<file path="config.mk">
export PLATFORM = sky130hd
export DESIGN_NAME = apd_unit
export DESIGN_NICKNAME = d
export VERILOG_FILES = /design/src/include/apd_pkg.sv /design/src/design/apd_sync.sv /design/src/design/apd_unit.sv
export SDC_FILE = /design/constraint.sdc
export NUM_CORES = 1
export LEC_CHECK = 0
export BUFFER_PORTS_ARGS = -buffer_cell sky130_fd_sc_hd__buf_4
export CORE_MARGIN = 4
export CORE_UTILIZATION = 30
export CTS_CLUSTER_DIAMETER = 60
export CTS_CLUSTER_SIZE = 10
export DETAILED_ROUTE_END_ITERATION = 10
export MAX_ROUTING_LAYER = met4
export PLACE_DENSITY = 0.5
export SETUP_SLACK_MARGIN = 0.15
export SYNTH_ARGS = -nofsm -noshare
export SYNTH_HDL_FRONTEND = slang
export SYNTH_SLANG_ARGS = --single-unit
export TNS_END_PERCENT = 30
</file>
<file path="constraint.sdc">
create_clock -name mclk_i -period 2 [get_ports mclk_i]
set_input_delay 0.2 -clock mclk_i [delete_from_list [all_inputs] [get_ports mclk_i]]
set_output_delay 0.2 -clock mclk_i [all_outputs]
set_load 0.03 [all_outputs]
</file>
<file path="src/include/apd_pkg.sv">
// Package for the auto power-down unit: constants and carrier structs
package apd_pkg;

   // ----------------------------------------
   // Counter and field positions
   // ----------------------------------------
   localparam int         CNT_W       = 4;
   localparam logic [3:0] IDLE_LIMIT  = 4'hF;
   localparam logic [3:0] CNT_ZERO    = 4'h0;
   localparam int         FIRST_SPEED = 3;
   localparam int         FIRST_CLK_A = 4;
   localparam int         FIRST_CLK_M = 5;
   localparam int         SEC_ADDR    = 0;
   localparam int         SEC_CTL0    = 2;
   localparam int         SEC_CTL1    = 3;
   localparam int         SEC_CTL2    = 4;
   localparam int         SEC_STROBE  = 5;
   localparam int         SEC_WRH     = 6;
   localparam logic [7:0] REG_RESET   = 8'h00;

   // ----------------------------------------
   // Carriers
   // ----------------------------------------
   typedef struct packed
   {
      logic [7:0]  addr_lo;
      logic [15:0] data;
      logic [2:0]  bus_control_inputs;
      logic        address_strobe_input;
      logic        high_byte_write_input;
   } apd_bus_t;

   typedef struct packed
   {
      logic        enable;
      logic        strobe_pol;
   } apd_cfg_t;

   typedef enum logic { APD_RUN, APD_DOWN } apd_state_t;

endpackage

</file>
<file path="src/design/apd_sync.sv">
// Two-flop synchroniser for pin inputs
`timescale 1ns/1ps
module apd_sync #(
   parameter int W = 1
) (
   // Clock and reset
   input  wire logic         mclk_i,
   input  wire logic         sys_rst_i,
   // Data
   input  wire logic [W-1:0] d_i,
   output logic      [W-1:0] q_o
);
   logic [W-1:0] meta;

   always_ff @(posedge mclk_i)
   begin
      if (sys_rst_i)
      begin
         meta <= '0;
         q_o  <= '0;
      end
      else
      begin
         meta <= d_i;
         q_o  <= meta;
      end
   end
endmodule

</file>
<file path="src/design/apd_unit.sv">
// Auto power-down unit with power management registers and input blocking
`timescale 1ns/1ps
// Function
// Enabled with strobe idle: four-bit counter steps on input clock ticks.
// Fifteen idle input clock periods raise the power-down signal.
// Enabling the unit enables power-down entry with no other setting.
// Strobe pulsing again ends power-down.
// Chip select low or reset also ends power-down.
// Power-down deselects memories, blocks address/data to them and logic.
// Memories go standby in power-down; logic and ports stay active.
// Pins: I/O hold, address out undefined, data/peripheral tri-state.
// Clock blocking for logic never stops the power-down counter.
// Software-set blocking bits stop signals reaching both logic arrays.
// Chip select high puts memories in standby, blocks nothing else.
// First register speed bit default keeps high-speed mode on.
// Power-down leaves logic behaviour alone; only speed bit matters.
// Memories wake on input change, then return to standby.
// Other saving options come from the two registers, not power-down.
// Count only when enabled and strobe static at selected polarity level.
// First register: bit 3 speed, bits 4/5 clock off to array/cells.
// Second register bits 0,2-6 disconnect address byte and bus controls.
// Registers clear on power-on reset; warm reset, power-down keep them.
// Counter clears on strobe pulse, holds terminal count until exit.
module apd_unit (
   // Clock and resets
   input  wire logic             mclk_i,
   input  wire logic             sys_rst_i,
   input  wire logic             warm_rst_i,
   // Configuration and register writes
   input  wire apd_pkg::apd_cfg_t cfg_i,
   input  wire logic             first_wr_i,
   input  wire logic             second_wr_i,
   input  wire logic [7:0]       reg_wdata_i,
   // Pins
   input  wire apd_pkg::apd_bus_t bus_i,
   input  wire logic             general_input_clock_i,
   input  wire logic             chip_sel_n_i,
   // Status
   output logic [7:0]            power_mgmt_reg_first_o,
   output logic [7:0]            power_mgmt_reg_second_o,
   output logic                  power_down_signal_o,
   output logic                  high_speed_o,
   // Gated inputs
   output apd_pkg::apd_bus_t     mem_bus_o,
   output apd_pkg::apd_bus_t     decode_logic_array_o,
   output apd_pkg::apd_bus_t     general_logic_array_o,
   output logic                  array_clk_en_o,
   output logic                  macrocell_clk_en_o,
   // Memory and pin control
   output logic                  mem_select_o,
   output logic                  mem_standby_o,
   output logic                  data_port_oe_o,
   output logic                  addr_out_valid_o
);

   // ----------------------------------------
   // Pin synchronisation
   // ----------------------------------------
   localparam int SYNC_W = $bits(apd_pkg::apd_bus_t) + 3;
   apd_pkg::apd_bus_t bus_s;
   logic              clk_pin_s;
   logic              csn_s;
   logic              wrst_s;

   apd_sync #(.W(SYNC_W)) u_sync (
      .mclk_i    (mclk_i),
      .sys_rst_i (sys_rst_i),
      .d_i       ({bus_i, general_input_clock_i, chip_sel_n_i, warm_rst_i}),
      .q_o       ({bus_s, clk_pin_s, csn_s, wrst_s})
   );

   // ----------------------------------------
   // Edge detection on synchronised pins
   // ----------------------------------------
   logic   clk_pin_d;
   logic   strobe_d;
   logic   tick;
   logic   strobe_edge;
   apd_pkg::apd_bus_t bus_d;

   always_ff @(posedge mclk_i)
   begin
      if (sys_rst_i)
      begin
         clk_pin_d <= 1'b0;
         strobe_d  <= 1'b0;
         bus_d     <= '0;
      end
      else
      begin
         clk_pin_d <= clk_pin_s;
         strobe_d  <= bus_s.address_strobe_input;
         bus_d     <= bus_s;
      end
   end

   // Input clock is ungated here, so clock blocking cannot starve us
   assign tick        = clk_pin_s & ~clk_pin_d;
   assign strobe_edge = bus_s.address_strobe_input ^ strobe_d;

   // ----------------------------------------
   // Power management registers
   // ----------------------------------------
   // Only the synchronous system reset clears them; warm reset does not
   always_ff @(posedge mclk_i)
   begin
      if (sys_rst_i)
         power_mgmt_reg_first_o <= apd_pkg::REG_RESET;
      else if (first_wr_i)
         power_mgmt_reg_first_o <= reg_wdata_i;
   end

   always_ff @(posedge mclk_i)
   begin
      if (sys_rst_i)
         power_mgmt_reg_second_o <= apd_pkg::REG_RESET;
      else if (second_wr_i)
         power_mgmt_reg_second_o <= reg_wdata_i;
   end

   // Speed bit clear means high-speed mode stays on
   assign high_speed_o =
      ~power_mgmt_reg_first_o[apd_pkg::FIRST_SPEED];

   // ----------------------------------------
   // Inactivity counter and power-down state
   // ----------------------------------------
   logic [3:0]          cnt;
   apd_pkg::apd_state_t state;
   logic                idle_level;
   logic                wake;

   assign idle_level = (bus_s.address_strobe_input == cfg_i.strobe_pol)
                       & ~strobe_edge;
   assign wake = strobe_edge | ~csn_s | wrst_s;

   always_ff @(posedge mclk_i)
   begin
      if (sys_rst_i || !cfg_i.enable || wake)
         cnt <= apd_pkg::CNT_ZERO;
      else if (!idle_level)
         cnt <= apd_pkg::CNT_ZERO;
      else if (tick && cnt != apd_pkg::IDLE_LIMIT)
         cnt <= cnt + 4'h1;
   end

   always_ff @(posedge mclk_i)
   begin
      if (sys_rst_i)
         state <= apd_pkg::APD_RUN;
      else
      begin
         case (state)
            apd_pkg::APD_RUN:
               // Enable alone arms entry
               if (cfg_i.enable && !wake &&
                   cnt == apd_pkg::IDLE_LIMIT)
                  state <= apd_pkg::APD_DOWN;
            apd_pkg::APD_DOWN:
               if (wake || !cfg_i.enable)
                  state <= apd_pkg::APD_RUN;
            default:
               state <= apd_pkg::APD_RUN;
         endcase
      end
   end

   assign power_down_signal_o = (state == apd_pkg::APD_DOWN);

   // ----------------------------------------
   // Input blocking toward logic arrays
   // ----------------------------------------
   // Blocking bits act regardless of power-down; power-down adds the
   // address/data block on top.
   apd_pkg::apd_bus_t logic_bus;
   logic [7:0]        sec;

   assign sec = power_mgmt_reg_second_o;

   always_ff @(posedge mclk_i)
   begin
      if (sys_rst_i)
         logic_bus <= '0;
      else
      begin
         logic_bus <= bus_s;
         if (power_down_signal_o)
         begin
            logic_bus.addr_lo <= logic_bus.addr_lo;
            logic_bus.data    <= logic_bus.data;
         end
         if (sec[apd_pkg::SEC_ADDR])
            logic_bus.addr_lo <= logic_bus.addr_lo;
         if (sec[apd_pkg::SEC_CTL0])
            logic_bus.bus_control_inputs[0] <=
               logic_bus.bus_control_inputs[0];
         if (sec[apd_pkg::SEC_CTL1])
            logic_bus.bus_control_inputs[1] <=
               logic_bus.bus_control_inputs[1];
         if (sec[apd_pkg::SEC_CTL2])
            logic_bus.bus_control_inputs[2] <=
               logic_bus.bus_control_inputs[2];
         if (sec[apd_pkg::SEC_STROBE])
            logic_bus.address_strobe_input <=
               logic_bus.address_strobe_input;
         if (sec[apd_pkg::SEC_WRH])
            logic_bus.high_byte_write_input <=
               logic_bus.high_byte_write_input;
      end
   end

   // Both arrays see the same gated view
   assign decode_logic_array_o  = logic_bus;
   assign general_logic_array_o = logic_bus;
   assign array_clk_en_o =
      ~power_mgmt_reg_first_o[apd_pkg::FIRST_CLK_A];
   assign macrocell_clk_en_o =
      ~power_mgmt_reg_first_o[apd_pkg::FIRST_CLK_M];

   // ----------------------------------------
   // Memory path and pin control
   // ----------------------------------------
   logic in_change;

   assign in_change = (bus_s != bus_d);

   always_ff @(posedge mclk_i)
   begin
      if (sys_rst_i)
         mem_bus_o <= '0;
      else if (!power_down_signal_o && in_change)
         mem_bus_o <= bus_s;
   end

   // Chip select high only deselects memories
   assign mem_select_o  = csn_s ? 1'b0 : ~power_down_signal_o;
   // Standby unless an input just changed while selected
   assign mem_standby_o = ~mem_select_o | ~in_change;
   assign data_port_oe_o   = ~power_down_signal_o;
   assign addr_out_valid_o = ~power_down_signal_o;
endmodule

</file>
* Word level (Yosys, flattened, before mapping)
Index checks and enable logic that the tools add are counted.
** Storage, ports and cells
- Register bits :: 173
- Bits in latches :: 0
- Bits in writable memories :: 0
- Bits in read-only memories :: 0
- Bits of input ports :: 46
- Output and inout bits :: 111
- Memories kept :: 0
** Cells by class
- $add $sub $neg :: 1
- Multipliers :: 0
- Div/mod/pow operators :: 0
- Order comparisons :: 0
- Eq/ne operators :: 4
- Shifts and indexed selects :: 0
- Muxes and demuxes :: 4
- Bitwise logic cells :: 17
- Reductions and logical operators :: 12
** Operators by type and width (number)
- 29-bit != test :: 1
- 1-bit NOT :: 11
- 4-bit by 1-bit adder with 4-bit output, second input constant :: 1
- 4-bit equality test, second input constant :: 1
- 1-bit logical AND :: 4
- 4-bit != test, second input constant :: 1
- 1-bit zero test :: 3
- 1-bit logical OR :: 3
- 1-bit 2-to-1 mux :: 3
- 1-bit OR :: 3
- 1-bit AND :: 2
- 1-bit case mux with 2 select lines :: 1
- 2-bit AND reduction :: 1
- 2-bit OR reduction :: 1
- 1-bit equality test :: 1
- 1-bit XOR :: 1

* Depth between registers and ports, before layout
Gate-level depths: netlist (run 1).
- Word-level depth :: 8
- Mapped depth :: 7

* Hierarchy
A second synthesis (run 1) with hierarchy kept.
** Second synthesis, totals
- Cell total of the unflattened synthesis :: 549
- Area total of the unflattened synthesis :: 6257.3 um^2
** Modules (own cells, without submodules)
- apd_unit :: instances 1, cells an instance 414, area each 4339.2 um^2
- apd_sync :: instances 1, cells an instance 135, area each 1918.1 um^2

* Worst setup path after synthesis (run 1)
Ideal clock, no wire load.
- Path kind :: reg2out
- Start point :: register state, in the netlist power_down_signal_o
- End point :: output port mem_standby_o
- Arrival :: 1769 ps
- Data required time :: 1800 ps
- Slack :: 31 ps
- Stages on the path, launching flop included :: 5
- Path buffers :: 2
- Path through :: dfxtp_1 -> clkbuf_1 -> buf_1 -> nor2_1 -> nand2_1
** On the way
- Longest elaborated chain between the ends :: 4
** RTL lines
- start, declared :: line apd_unit.sv:129 : apd_pkg::apd_state_t state;
- start signal, assigned :: line apd_unit.sv:150 : state <= apd_pkg::APD_RUN;
- start signal, assigned :: line apd_unit.sv:158 : state <= apd_pkg::APD_DOWN;
- start signal, assigned :: line apd_unit.sv:161 : state <= apd_pkg::APD_RUN;
- 1-bit NOT
- 1-bit 2-to-1 mux :: line apd_unit.sv:236 : assign mem_select_o = csn_s ? 1'b0 : ~power_down_signal_o;
- net mem_select_o :: line apd_unit.sv:50 : output logic mem_select_o,
- 1-bit NOT :: line apd_unit.sv:238 : assign mem_standby_o = ~mem_select_o | ~in_change;
- 1-bit OR :: line apd_unit.sv:238
- end, declared :: line apd_unit.sv:51 : output logic mem_standby_o,
The timed path passes the listed nets, and every way through them passes these cells.

* Worst setup path after layout (run 1)
- Start point :: register u_sync.q_o[15]
- End point :: register mem_bus_o[25] (netlist name)
** On the way
- Longest elaborated chain between the ends :: 2
** RTL lines
- start, declared :: line apd_sync.sv:11 : output logic [W-1:0] q_o
- start signal, assigned :: line apd_sync.sv:25 : q_o <= meta;
- 29-bit != test :: line apd_unit.sv:225 : assign in_change = (bus_s != bus_d);
- 1-bit logical AND :: line apd_unit.sv:231 : else if (!power_down_signal_o && in_change)
- end signal, assigned :: line apd_unit.sv:232 : mem_bus_o <= bus_s;
- end, declared :: line apd_unit.sv:44 : output apd_pkg::apd_bus_t mem_bus_o,
Every way passes these cells.
A chain may end at the register's enable or synchronous reset.

==> results of run 1 <==
metrics by stage:
stage                     instance area [um2]  setup slack, ps
after CTS                                8399           -110.9
final                                    8486           -36.26
after global routing                     8486           -127.3
after floorplan                          6041            176.5
after detailed placement                 7388           -1.820
after global placement                   7388            22.60
repair_timing:
item,4_1_cts,5_1_grt
setup endpoints to repair,30,31
cloned,1,1
pin swaps,6,9
endpoints found under the hold margin,35,0
resized for setup,11,15
hold buffers,33,0
buffers inserted,4,1
cell usage in the layout, fill, tap and decap left out, types with 3 or more instances in the layout:
master           n
mux2_4          10
dfxtp_1        161
dfxtp_2         12
buf_12           4
buf_4          171
nor2_1          44
xnor2_2          6
mux2_2          19
a21oi_1          9
nand2_1         11
clkbuf_16       18
clkinv_2         3
nand3_1          3
o21ai_0          8
xnor2_1         25
buf_6            4
nor2b_1        122
mux2i_1         38
nand4_1          7
dlygate4sd3_1   33
inv_1            5
inv_6            5
clkinvlp_4       3
metal layers:
metal | part of all wire [%] | GRT usage [%] | up-vias
met4 | 1.7 | 4.803 | 0
met1 | 46 | 15.98 | 1871
li1 | - | - | 2071
met3 | 4.6 | 3.331 | 16
met2 | 48 | 20.86 | 98
met5 | 0 | - | -
worst max-delay path: stages, from the launching register on:
cell and delay, ps:
dfxtp_2 330, xnor2_1 140, nand4_1 200, nor4_4 410
buf_4 190, a21oi_4 80, buf_12 160, buf_16 130
mux2_4 280
registers in the layout (all words and copies together) (netlist names):
name	count
power_mgmt_reg_first_o	8
clk_pin_d	1
cnt	4
power_mgmt_reg_second_o	8
u_sync.q_o	32
decode_logic_array_o	29
bus_d	29
u_sync.meta	32
power_down_signal_o	1
mem_bus_o	29
cell families after synthesis:
group	after synthesis	synth area share (%)
simple gates	193	17.86
flops	173	57.34
mux	67	12.33
buf+inv	62	5.987
xor+xnor	33	4.786
compound gates	18	1.492
fa+ha+maj	1	0.2071
path summary, 6_finish.rpt:
path / start / end / slack, ps / cells past startpoint
max: u_sync.q_o[15]$_SDFF_PP0_ / mem_bus_o[25]$_SDFFE_PP0P_ / -40 / 8
min: bus_i[1] / u_sync.meta[4]$_SDFF_PP0_ / 20 / 2
max reg2reg: u_sync.q_o[15]$_SDFF_PP0_ / mem_bus_o[25]$_SDFFE_PP0P_ / -40 / 8
min reg2reg: u_sync.meta[0]$_SDFF_PP0_ / u_sync.q_o[0]$_SDFF_PP0_ / 440 / 1
area by class of cell:
type / count / share of cell area [%]
Clock buffer: 18 / 5.175
Clock inverter: 14 / 1.548
Inverter: 5 / 0.2212
Multi-Input combinational cell: 312 / 27.04
Sequential cell: 173 / 40.99
Tap cell: 265 / 3.907
Timing Repair Buffer: 214 / 21.11
power by group:
part | internal (uW) | switching, uW
combinational | 349 | 358
sequential | 3580 | 79.9
clock | 1770 | 1400
==> out/qor.csv, run 1 <==
stage,metric,value,unit
outcome,outcome,"finished, violations left",
outcome,failing checks,negative setup slack,
layout,layout net count,770,
synth,Post-synth EDFFs,0,
place,placer congestion estimate,0.7422,
timing,worst-margin pin slew,581.7,ps
layout,share of post-route cells with drive strength above 1,36.14,%
synth,Post-synth ARST share,0,%
timing,Final Hold Viols,0,
pwr,Total Power,7530,uW
timing,Setup Skew,6.859,ps
place,dpl hpwl,10.11,mm
floorplanning,Core Rows,51,
timing,period utilization,101.8,%
layout,# diodes,0,
routing,DRC Markers,0,
place,post-placement cell count,929,
floorplanning,core area,19650,um2
floorplanning,Ports,157,
layout,Final Util,43.18,%
clocking,CTS Buffer Depth,2,
synth,Syn Nets,594,
synth,synth top area cells,"dfxtp_1 57%, nor2b_1 13%, mux2i_1 6.3%",
place,I/O Buffers,156,
synth,post-synth cell types,23,
pwr,Power per Cell Area,887.4,nW/um2
routing,DR WL/cell,14.00,um
synth,commonest cells in the netlist,"173 x dfxtp_1, 122 x nor2b_1, 44 x nor2_1",
clocking,CTS tree,done,
clocking,# clock sinks,173,
synth,cells after synthesis,547,
routing,drt pass-1 iters,4,
synth,Synth top area share,57.34,%
clocking,Clock transition at path regs,70,ps
layout,filler cell count,1910,
setup_path,Required @ worst endpoint,2310,ps
synth,cell with the most instances after synthesis,dfxtp_1,
timing,Final min period,2036,ps
pwr,Peak VDD IR,0.5612,mV
synth,synthesized flop and latch total,173,
layout,sequential standard cell area,3478,um2
synth,post-synth top area cell,dfxtp_1,
global_routing,pin count of the biggest net entering global routing,77,
routing,detailed-route vias per instance,4.052,
global_routing,global-route wire length before repair,22.06,mm
pwr,P_leak,0.003637,uW
timing,RSZ-0062 raised after global routing,yes,
timing,hold slack final,15.46,ps
routing,iteration-0 DRC count of the detailed router,109,
job,number of max-cap violations,0,
timing,final setup vio count,18,
synth,yosys synthesis warning count,0,
floorplanning,die area,22470,um2
layout,Multi-input gate area,2295,um2
timing,"Slew Viols, Final",0,
clocking,clk root buf,clkbuf_16,
routing,final WL,14.01,mm
setup_path,crit-path max FO,6,
timing,Fmax,491.1,MHz
clocking,H-tree Lvls,4,
global_routing,Total GRT Usage,13.06,%
setup_path,Crit Path Class,reg2reg,
floorplanning,Die W,149.9,um
synth,register area share after synthesis,57.34,%
layout,Finished Layout Cells,1001,
synth,top_reg_cell synth,dfxtp_1,
timing,final worst slack,-36.26,ps
timing,Slew HR,61.22,%
clocking,CTS Buf Count,17,
global_routing,vias in the first global route,4268,
timing,Setup TNS Final,-387.7,ps
setup_path,Critical Path Source Type,register,
floorplanning,Starting Density,30.73,%
global_routing,initial antenna violation count,0,
hold_path,type of the worst min-delay path,in2reg,
setup_path,CP Capture Type,register,
global_routing,total grt overflow,0,
layout,Layout area overhead,40.50,%
routing,routed vias,4056,
clocking,Skew-Pair Late Insertion Delay,420,ps
floorplanning,Die Y,149.9,um
setup_path,crit path DAT,2350,ps
synth,Avg Inst Size Synth,11.04,um2
routing,DRT antenna net count,0,
synth,Mapped Area,6040,um2
(Power assumes the default switching activity.)
==> run 2, diff against run 1 <==
--- a/config.mk
+++ b/config.mk
@@ -11,6 +11,7 @@
 export CTS_CLUSTER_DIAMETER = 60
 export CTS_CLUSTER_SIZE = 10
 export DETAILED_ROUTE_END_ITERATION = 10
+export HOLD_SLACK_MARGIN = 0.12
 export MAX_ROUTING_LAYER = met4
 export PLACE_DENSITY = 0.5
 export SETUP_SLACK_MARGIN = 0.15
==> constraint.sdc (replaced) <==
create_clock -name mclk_i -period 2.3 [get_ports mclk_i]
set_input_delay 0.23 -clock mclk_i [delete_from_list [all_inputs] [get_ports mclk_i]]
set_output_delay 0.23 -clock mclk_i [all_outputs]
set_load 0.03 [all_outputs]
==> out/qor.csv, run 2 (synthesis gave the netlist of run 1 again) <==
stage,metric,value,unit,change
pwr,Sequential Power Share,47.2,%,-1.3 points
clocking,clk root buf,clkbuf_16,,
global_routing,Total GRT Usage,13.42,%,+0.36 points
layout,sequential standard cell area,3471,um2,-0.22%
setup_path,crit path DAT,1860,ps,-490 ps
global_routing,global-route wire length before repair,22.58,mm,+2.3%
pwr,internal power,5201,uW,-8.6%
setup_path,CP Capture Type,primary output,,
timing,period utilization,90.83,%,
layout,# diodes,0,,unchanged
pwr,Power per Cell Area,795.8,nW/um2,-10%
hold_path,hold depth,2,,unchanged
global_routing,total grt overflow,0,,unchanged
clocking,Clock transition at path regs,60,ps,about the same
hold_path,hold wc startpoint,sys_rst_i,,
global_routing,pin count of the biggest net entering global routing,67,,-13%
timing,RSZ-0062 raised after global routing,yes,,
pwr,Peak VDD IR,0.4948,mV,-12%
routing,final WL,14.36,mm,+2.5%
layout,Layout area overhead,39.82,%,
clocking,Skew-Pair Late Insertion Delay,420,ps,about the same
floorplanning,die area,22470,um2,unchanged
floorplanning,Die W,149.9,um,unchanged
layout,Multi-input gate area,2282,um2,-0.55%
layout,share of post-route cells with drive strength above 1,32.74,%,-3.4 points
place,dpl hpwl,10.05,mm,-0.59%
pwr,Total Power,6720,uW,-11%
pwr,clock share of power,43.6,%,+1.5 points
clocking,# clock sinks,173,,unchanged
timing,Fmax,478.7,MHz,
timing,Slew HR,48.88,%,-12 points
timing,Final Hold Viols,0,,unchanged
floorplanning,Starting Density,30.73,%,unchanged
timing,worst-margin pin slew,763.9,ps,+182.2 ps
outcome,outcome,completed,,
routing,DR WL/cell,14.43,um,+3.1%
job,number of max-cap violations,0,,unchanged
routing,detailed-route vias per instance,4.103,,+1.2%
setup_path,worst r2r src,bus_d[1]$_SDFF_PP0_,,
global_routing,initial antenna violation count,0,,unchanged
pwr,sw power,1519,uW,-17%
hold_path,type of the worst min-delay path,in2reg,,
layout,filler cell count,1947,,+1.9%
clocking,CTS Buf Count,17,,unchanged
timing,Final min period,2089,ps,
routing,DRT antenna net count,0,,unchanged
timing,"Slew Viols, Final",0,,unchanged
setup_path,worst r2r path cells,7,,-1
pwr,sw frac,22.60,%,-1.8 points
setup_path,Required @ worst endpoint,2070,ps,-240 ps
routing,routed vias,4082,,+0.64%
setup_path,r2r setup slk,300,ps,+340 ps
place,placer congestion estimate,0.7008,,-5.6%
layout,Finished Layout Cells,995,,-0.60%
place,post-placement cell count,918,,-1.2%
floorplanning,Die Y,149.9,um,unchanged
pwr,P_leak,0.003587,uW,-1.4%
timing,final setup vio count,0,,-18
layout,Final Cell Area,8444,um2,-0.49%
setup_path,Crit Path Class,reg2out,,
layout,"commonest non-fill, non-tap cell in the layout",dfxtp_1,,
setup_path,crit-path max FO,3,,-3
clocking,CTS tree,done,,
clocking,CTS Buffer Depth,2,,unchanged
routing,iteration-0 DRC count of the detailed router,165,,+51%
layout,"commonest non-fill, non-tap cells in the layout","169 x dfxtp_1, 162 x buf_4, 122 x nor2b_1, 44 x nor2_1, 40 x dlygate4sd3_1",,
global_routing,vias in the first global route,4188,,-1.9%
floorplanning,Ports,157,,unchanged
timing,Setup TNS Final,0,ps,+387.7 ps
floorplanning,core area,19650,um2,unchanged
floorplanning,Core Rows,51,,unchanged
place,placed cell area,7293,um2,-1.3%
setup_path,Critical Path Source Type,register,,
routing,DRC Markers,0,,unchanged
layout,layout net count,764,,-0.78%
routing,drt pass-1 iters,4,,unchanged
timing,Setup Skew,6.459,ps,-0.4001 ps
hold_path,Hold Path End,decode_logic_array_o[20]$_SDFFE_PP0N_,,
clocking,H-tree Lvls,4,,unchanged
pwr,combinational share of power,9.2,%,-0.2 points
place,I/O Buffers,156,,unchanged
layout,biggest regs,"u_sync.meta: 32 flops, u_sync.q_o: 32 flops",,
setup_path,Worst R2R End,mem_bus_o[27]$_SDFFE_PP0P_,,
run 2: cell count changes in the layout (fill, tap and decap cells not counted), moves of 3 or more:
cell,previous run,this run
buf_4,171,162
dfxtp_1,161,169
dfxtp_2,12,3
dlygate4sd3_1,33,40
inv_6,5,0
xnor2_1,25,28
xnor2_2,6,2
run 2: timing repair:
action / CTS / global route
resized for setup: 11 / 2
hold endpoints to repair: 48 / 0
hold buffers: 40 / 0
gates cloned: 0 / 2
pin swaps: 6 / 7
setup endpoints to repair: 21 / 21
setup buffers: 2 / 1
run 2: worst max path at each step:
stage                                   start                    endpoint  slack (ps)  cells past startpoint
6_report                  bus_d[1]$_SDFF_PP0_               mem_standby_o         210                      6
5_1_grt                   bus_d[1]$_SDFF_PP0_               mem_standby_o          70                      6
4_1_cts                   bus_d[1]$_SDFF_PP0_               mem_standby_o         100                      6
3_5_place_dp        u_sync.q_o[23]$_SDFF_PP0_  mem_bus_o[26]$_SDFFE_PP0P_          20                      6
3_3_place_gp        u_sync.q_o[22]$_SDFF_PP0_  mem_bus_o[25]$_SDFFE_PP0P_          30                      6
2_1_floorplan  power_down_signal_o$_SDFF_PP0_               mem_standby_o         300                      4
run 2: area by class of cell:
cell class	count	area share, %
clock buffer	22	5.616
clock inverter	10	1.630
inverter	5	0.2223
multi-input combinational	312	27.03
sequential	173	41.10
tap	265	3.927
timing repair buffer	208	20.48
run 2: worst max-delay path, stage by stage, from the launching register on:
cell	delay, ps
dfxtp_2	340
xnor2_4	190
nand4_1	200
nor4_4	360
nand2_2	130
nand2_2	80
buf_6	120
run 2: power by group through the flow:
stage	Combinational [uW]	Sequential [uW]	Clock [uW]
final	619	3170	2930
after global routing	671	3190	3170
after CTS	628	3180	3020
after detailed placement	554	3240	0
after global placement	551	3240	0
after floorplan	264	3310	0
run 2: layer usage:
layer | GRT usage, % | up-vias | wire [um]
li1 | - | 2057 | -
met1 | 16.42 | 1899 | 6449
met2 | 21.72 | 107 | 7033
met3 | 3.240 | 19 | 672
met4 | 4.666 | 0 | 207
met5 | - | - | 0
run 2: through the flow:
stage	hold WS [ps]	utilization, %	setup WS (ps)
after floorplan	358.2	-	300.7
after global placement	415.9	37.11	32.57
after detailed placement	422.3	37.11	15.39
after CTS	152.3	42.63	95.19
after global routing	181.6	42.97	66.72
final	168.4	42.97	211.0
==> run 3, diff against run 2 <==
--- a/config.mk
+++ b/config.mk
@@ -5,11 +5,12 @@
 export SDC_FILE = /design/constraint.sdc
 export NUM_CORES = 1
 export LEC_CHECK = 0
+export ABC_AREA = 1
 export BUFFER_PORTS_ARGS = -buffer_cell sky130_fd_sc_hd__buf_4
 export CORE_MARGIN = 4
 export CORE_UTILIZATION = 30
 export CTS_CLUSTER_DIAMETER = 60
-export CTS_CLUSTER_SIZE = 10
+export CTS_CLUSTER_SIZE = 30
 export DETAILED_ROUTE_END_ITERATION = 10
 export HOLD_SLACK_MARGIN = 0.12
 export MAX_ROUTING_LAYER = met4
==> out/qor.csv, run 3 <==
stage,metric,value,unit,change
timing,"Slew Viols, Final",0,,unchanged
clocking,H-tree Lvls,4,,unchanged
setup_path,Crit Path Class,reg2out,,
timing,Setup Skew,6.630,ps,+0.1711 ps
routing,drt pass-1 iters,4,,unchanged
global_routing,Total GRT Usage,13.48,%,+0.059 points
global_routing,vias in the first global route,4413,,+5.4%
setup_path,CP Cell Sequence,"inv_2, nand2_1, nand2_1, nand2_1, nor2_1, nand2_1, nor2_2, nand2_2, nand2_1, buf_4",,
setup_path,crit-path max FO,4,,+1
routing,DRC Markers,0,,unchanged
pwr,P_leak,0.004093,uW,+14%
setup_path,Critical Path Source Type,register,,
layout,biggest regs,"u_sync.meta: 32 flops, u_sync.q_o: 32 flops",,
floorplanning,die area,22880,um2,+1.8%
synth,synthesized flop and latch total,173,,unchanged
global_routing,total grt overflow,0,,unchanged
pwr,Peak VDD IR,0.5412,mV,+9.4%
setup_path,CP Capture Type,primary output,,
hold_path,hold wc startpoint,sys_rst_i,,
timing,Setup TNS Final,0,ps,unchanged
synth,Post-synth EDFFs,0,,unchanged
layout,share of post-route cells with drive strength above 1,20.82,%,-12 points
routing,iteration-0 DRC count of the detailed router,263,,+59%
setup_path,Required @ worst endpoint,2070,ps,about the same
setup_path,Crit path max-delay family,simple AND/OR/NAND/NOR gates,,
place,I/O Buffers,156,,unchanged
synth,cell with the most instances after synthesis,nor2_1,,
timing,period utilization,87.93,%,-2.9 points
synth,Mapped Area,6156,um2,+1.9%
global_routing,pin count of the biggest net entering global routing,66,,-1.5%
timing,final setup vio count,0,,unchanged
timing,Fmax,494.4,MHz,+3.3%
layout,layout net count,991,,+30%
clocking,CTS tree,done,,
routing,routed vias,4848,,+19%
floorplanning,Core Rows,52,,+2.0%
clocking,"Setup Fix Bufs, Post-CTS",0,,-2
layout,Final Util,41.68,%,-1.3 points
timing,worst-margin pin slew,1024,ps,+260.1 ps
layout,Layout area overhead,36.99,%,
clocking,CTS Buf Count,17,,unchanged
place,placer congestion estimate,0.7710,,+10%
clocking,Skew-Pair Late Insertion Delay,420,ps,about the same
synth,Post-synth ARST share,0,%,unchanged
synth,top_reg_cell synth,dfxtp_1,,
setup_path,"slowest stage delay, CP",350,ps,about the same
setup_path,worst r2r src,u_sync.q_o[4]$_SDFF_PP0_,,
synth,commonest cells in the netlist,"186 x nor2_1, 173 x dfxtp_1, 117 x inv_1",,
setup_path,"Slowest-stage cell, CP",dfxtp_1,,
synth,Avg Inst Size Synth,7.872,um2,-29%
layout,# diodes,0,,unchanged
synth,post-synth cell types,24,,+4.3%
floorplanning,Die W,151.2,um,+0.91%
clocking,clk root buf,clkbuf_16,,
layout,Multi-input gate area,1868,um2,-18%
synth,Synth top area share,56.26,%,-1.1 points
clocking,CTS Buffer Depth,2,,unchanged
floorplanning,Ports,157,,unchanged
pwr,Power per Cell Area,808.4,nW/um2,+1.6%
global_routing,global-route wire length before repair,23.40,mm,+3.7%
routing,DRT antenna net count,0,,unchanged
layout,sequential standard cell area,3463,um2,-0.22%
outcome,outcome,completed,,
setup_path,CP Buf/Inv Count,2,,+1
layout,"commonest non-fill, non-tap cells in the layout","185 x nor2_1, 173 x dfxtp_1, 160 x buf_4, 116 x inv_1, 95 x nand2_1",,
floorplanning,Starting Density,30.42,%,-0.31 points
routing,detailed-route vias per instance,3.954,,-3.6%
hold_path,type of the worst min-delay path,in2reg,,
place,dpl hpwl,10.41,mm,+3.6%
clocking,Clock transition at path regs,60,ps,about the same
timing,Slew HR,31.48,%,-17 points
synth,Syn Nets,829,,+40%
setup_path,crit path DAT,1790,ps,-70 ps
routing,final WL,14.76,mm,+2.8%
global_routing,initial antenna violation count,0,,unchanged
timing,Final min period,2022,ps,-66.54 ps
layout,filler cell count,2083,,+7.0%
synth,yosys synthesis warning count,0,,unchanged
floorplanning,core area,20230,um2,+3.0%
synth,synth top area cells,"dfxtp_1 56%, nor2_1 11%, inv_1 7.1%",,
clocking,# clock sinks,173,,unchanged
layout,"commonest non-fill, non-tap cell in the layout",nor2_1,,
job,number of max-cap violations,0,,unchanged
synth,register area share after synthesis,56.26,%,-1.1 points
floorplanning,Die Y,151.2,um,+0.91%
pwr,Total Power,6817,uW,+1.5%
synth,cells after synthesis,782,,+43%
synth,post-synth top area cell,dfxtp_1,,
timing,RSZ-0062 raised after global routing,no,,
routing,DR WL/cell,12.04,um,-17%
setup_path,CP Launch Point,u_sync.q_o[4]$_SDFF_PP0_,,
setup_path,Worst path most repeated cell,nand2_1,,
timing,Final Hold Viols,0,,unchanged
[run 3: cell types whose count changed in the layout (fill, tap and decap cells not counted), sizes merged, moves of 29 or more]
| cell | previous run | this run |
|---|---|---|
| nor2b | 122 | 0 |
| a21oi | 10 | 52 |
| mux2i | 38 | 0 |
| nand2 | 13 | 96 |
| inv | 5 | 121 |
| nor2 | 44 | 186 |
| mux2 | 29 | 0 |
| o21ai | 8 | 45 |
[run 3: path summary, 6_finish.rpt]
kind | end | slack, ps | depth (start not counted)
worst min register to register | u_sync.q_o[17]$_SDFF_PP0_ | 400 | 2
worst min-delay path | u_sync.meta[7]$_SDFF_PP0_ | 190 | 2
worst max-delay path | mem_standby_o | 280 | 10
worst max register to register | mem_bus_o[21]$_SDFFE_PP0P_ | 470 | 12
[run 3: kinds of logic after synthesis]
logic type | Yosys count | share of synthesized area [%]
XOR/XNOR | 20 | 2.846
adder cells (fa/ha/maj) | 1 | 0.2032
AO/OA/AOI/OAI | 99 | 8.110
buffers and inverters | 185 | 13.48
flip-flops | 173 | 56.26
AND/OR/NAND/NOR | 304 | 19.11
[run 3: area by class of cell]
class                      count  area share (%)
sequential                   173           41.07
multi-input combinational    424           22.15
timing repair buffer         209           20.30
inverter                     119           5.297
clock buffer                  18           5.208
tap                          270           4.006
clock inverter                13           1.973
[run 3: per-layer routing]
layer / vias up / routed length, um / global-route usage [%]
met3: 10 / 953 / 3.501
met2: 119 / 6452 / 19.23
met4: 0 / 174 / 4.896
met1: 2077 / 7182 / 18.39
li1: 2642 / - / -
met5: - / 0 / -
[run 3: through the flow]
| step | hold WS (ps) | cells | instance area, um2 | setup slack, ps |
|---|---|---|---|---|
| after detailed placement | 392.0 | 1148 | 7355 | 410.0 |
| after floorplan | 337.0 | 782 | 6156 | 474.1 |
| after CTS | 180.9 | 1226 | 8433 | 195.9 |
| after global routing | 196.9 | 1226 | 8433 | 158.4 |
| after global placement | 389.0 | 1148 | 7355 | 460.0 |
| final | 187.8 | 1226 | 8433 | 277.5 |
[run 3: repair_timing]
action                     4_1_cts  5_1_grt
setup endpoints to repair        1        1
hold endpoints to repair        49        0
hold buffers                    47        0
gates resized for setup          1        0
pin swaps                        0        1
[run 3: report_power, final]
group / internal (uW) / switching (uW)
clock: 1740 / 1170
sequential: 3120 / 70.1
combinational: 301 / 413
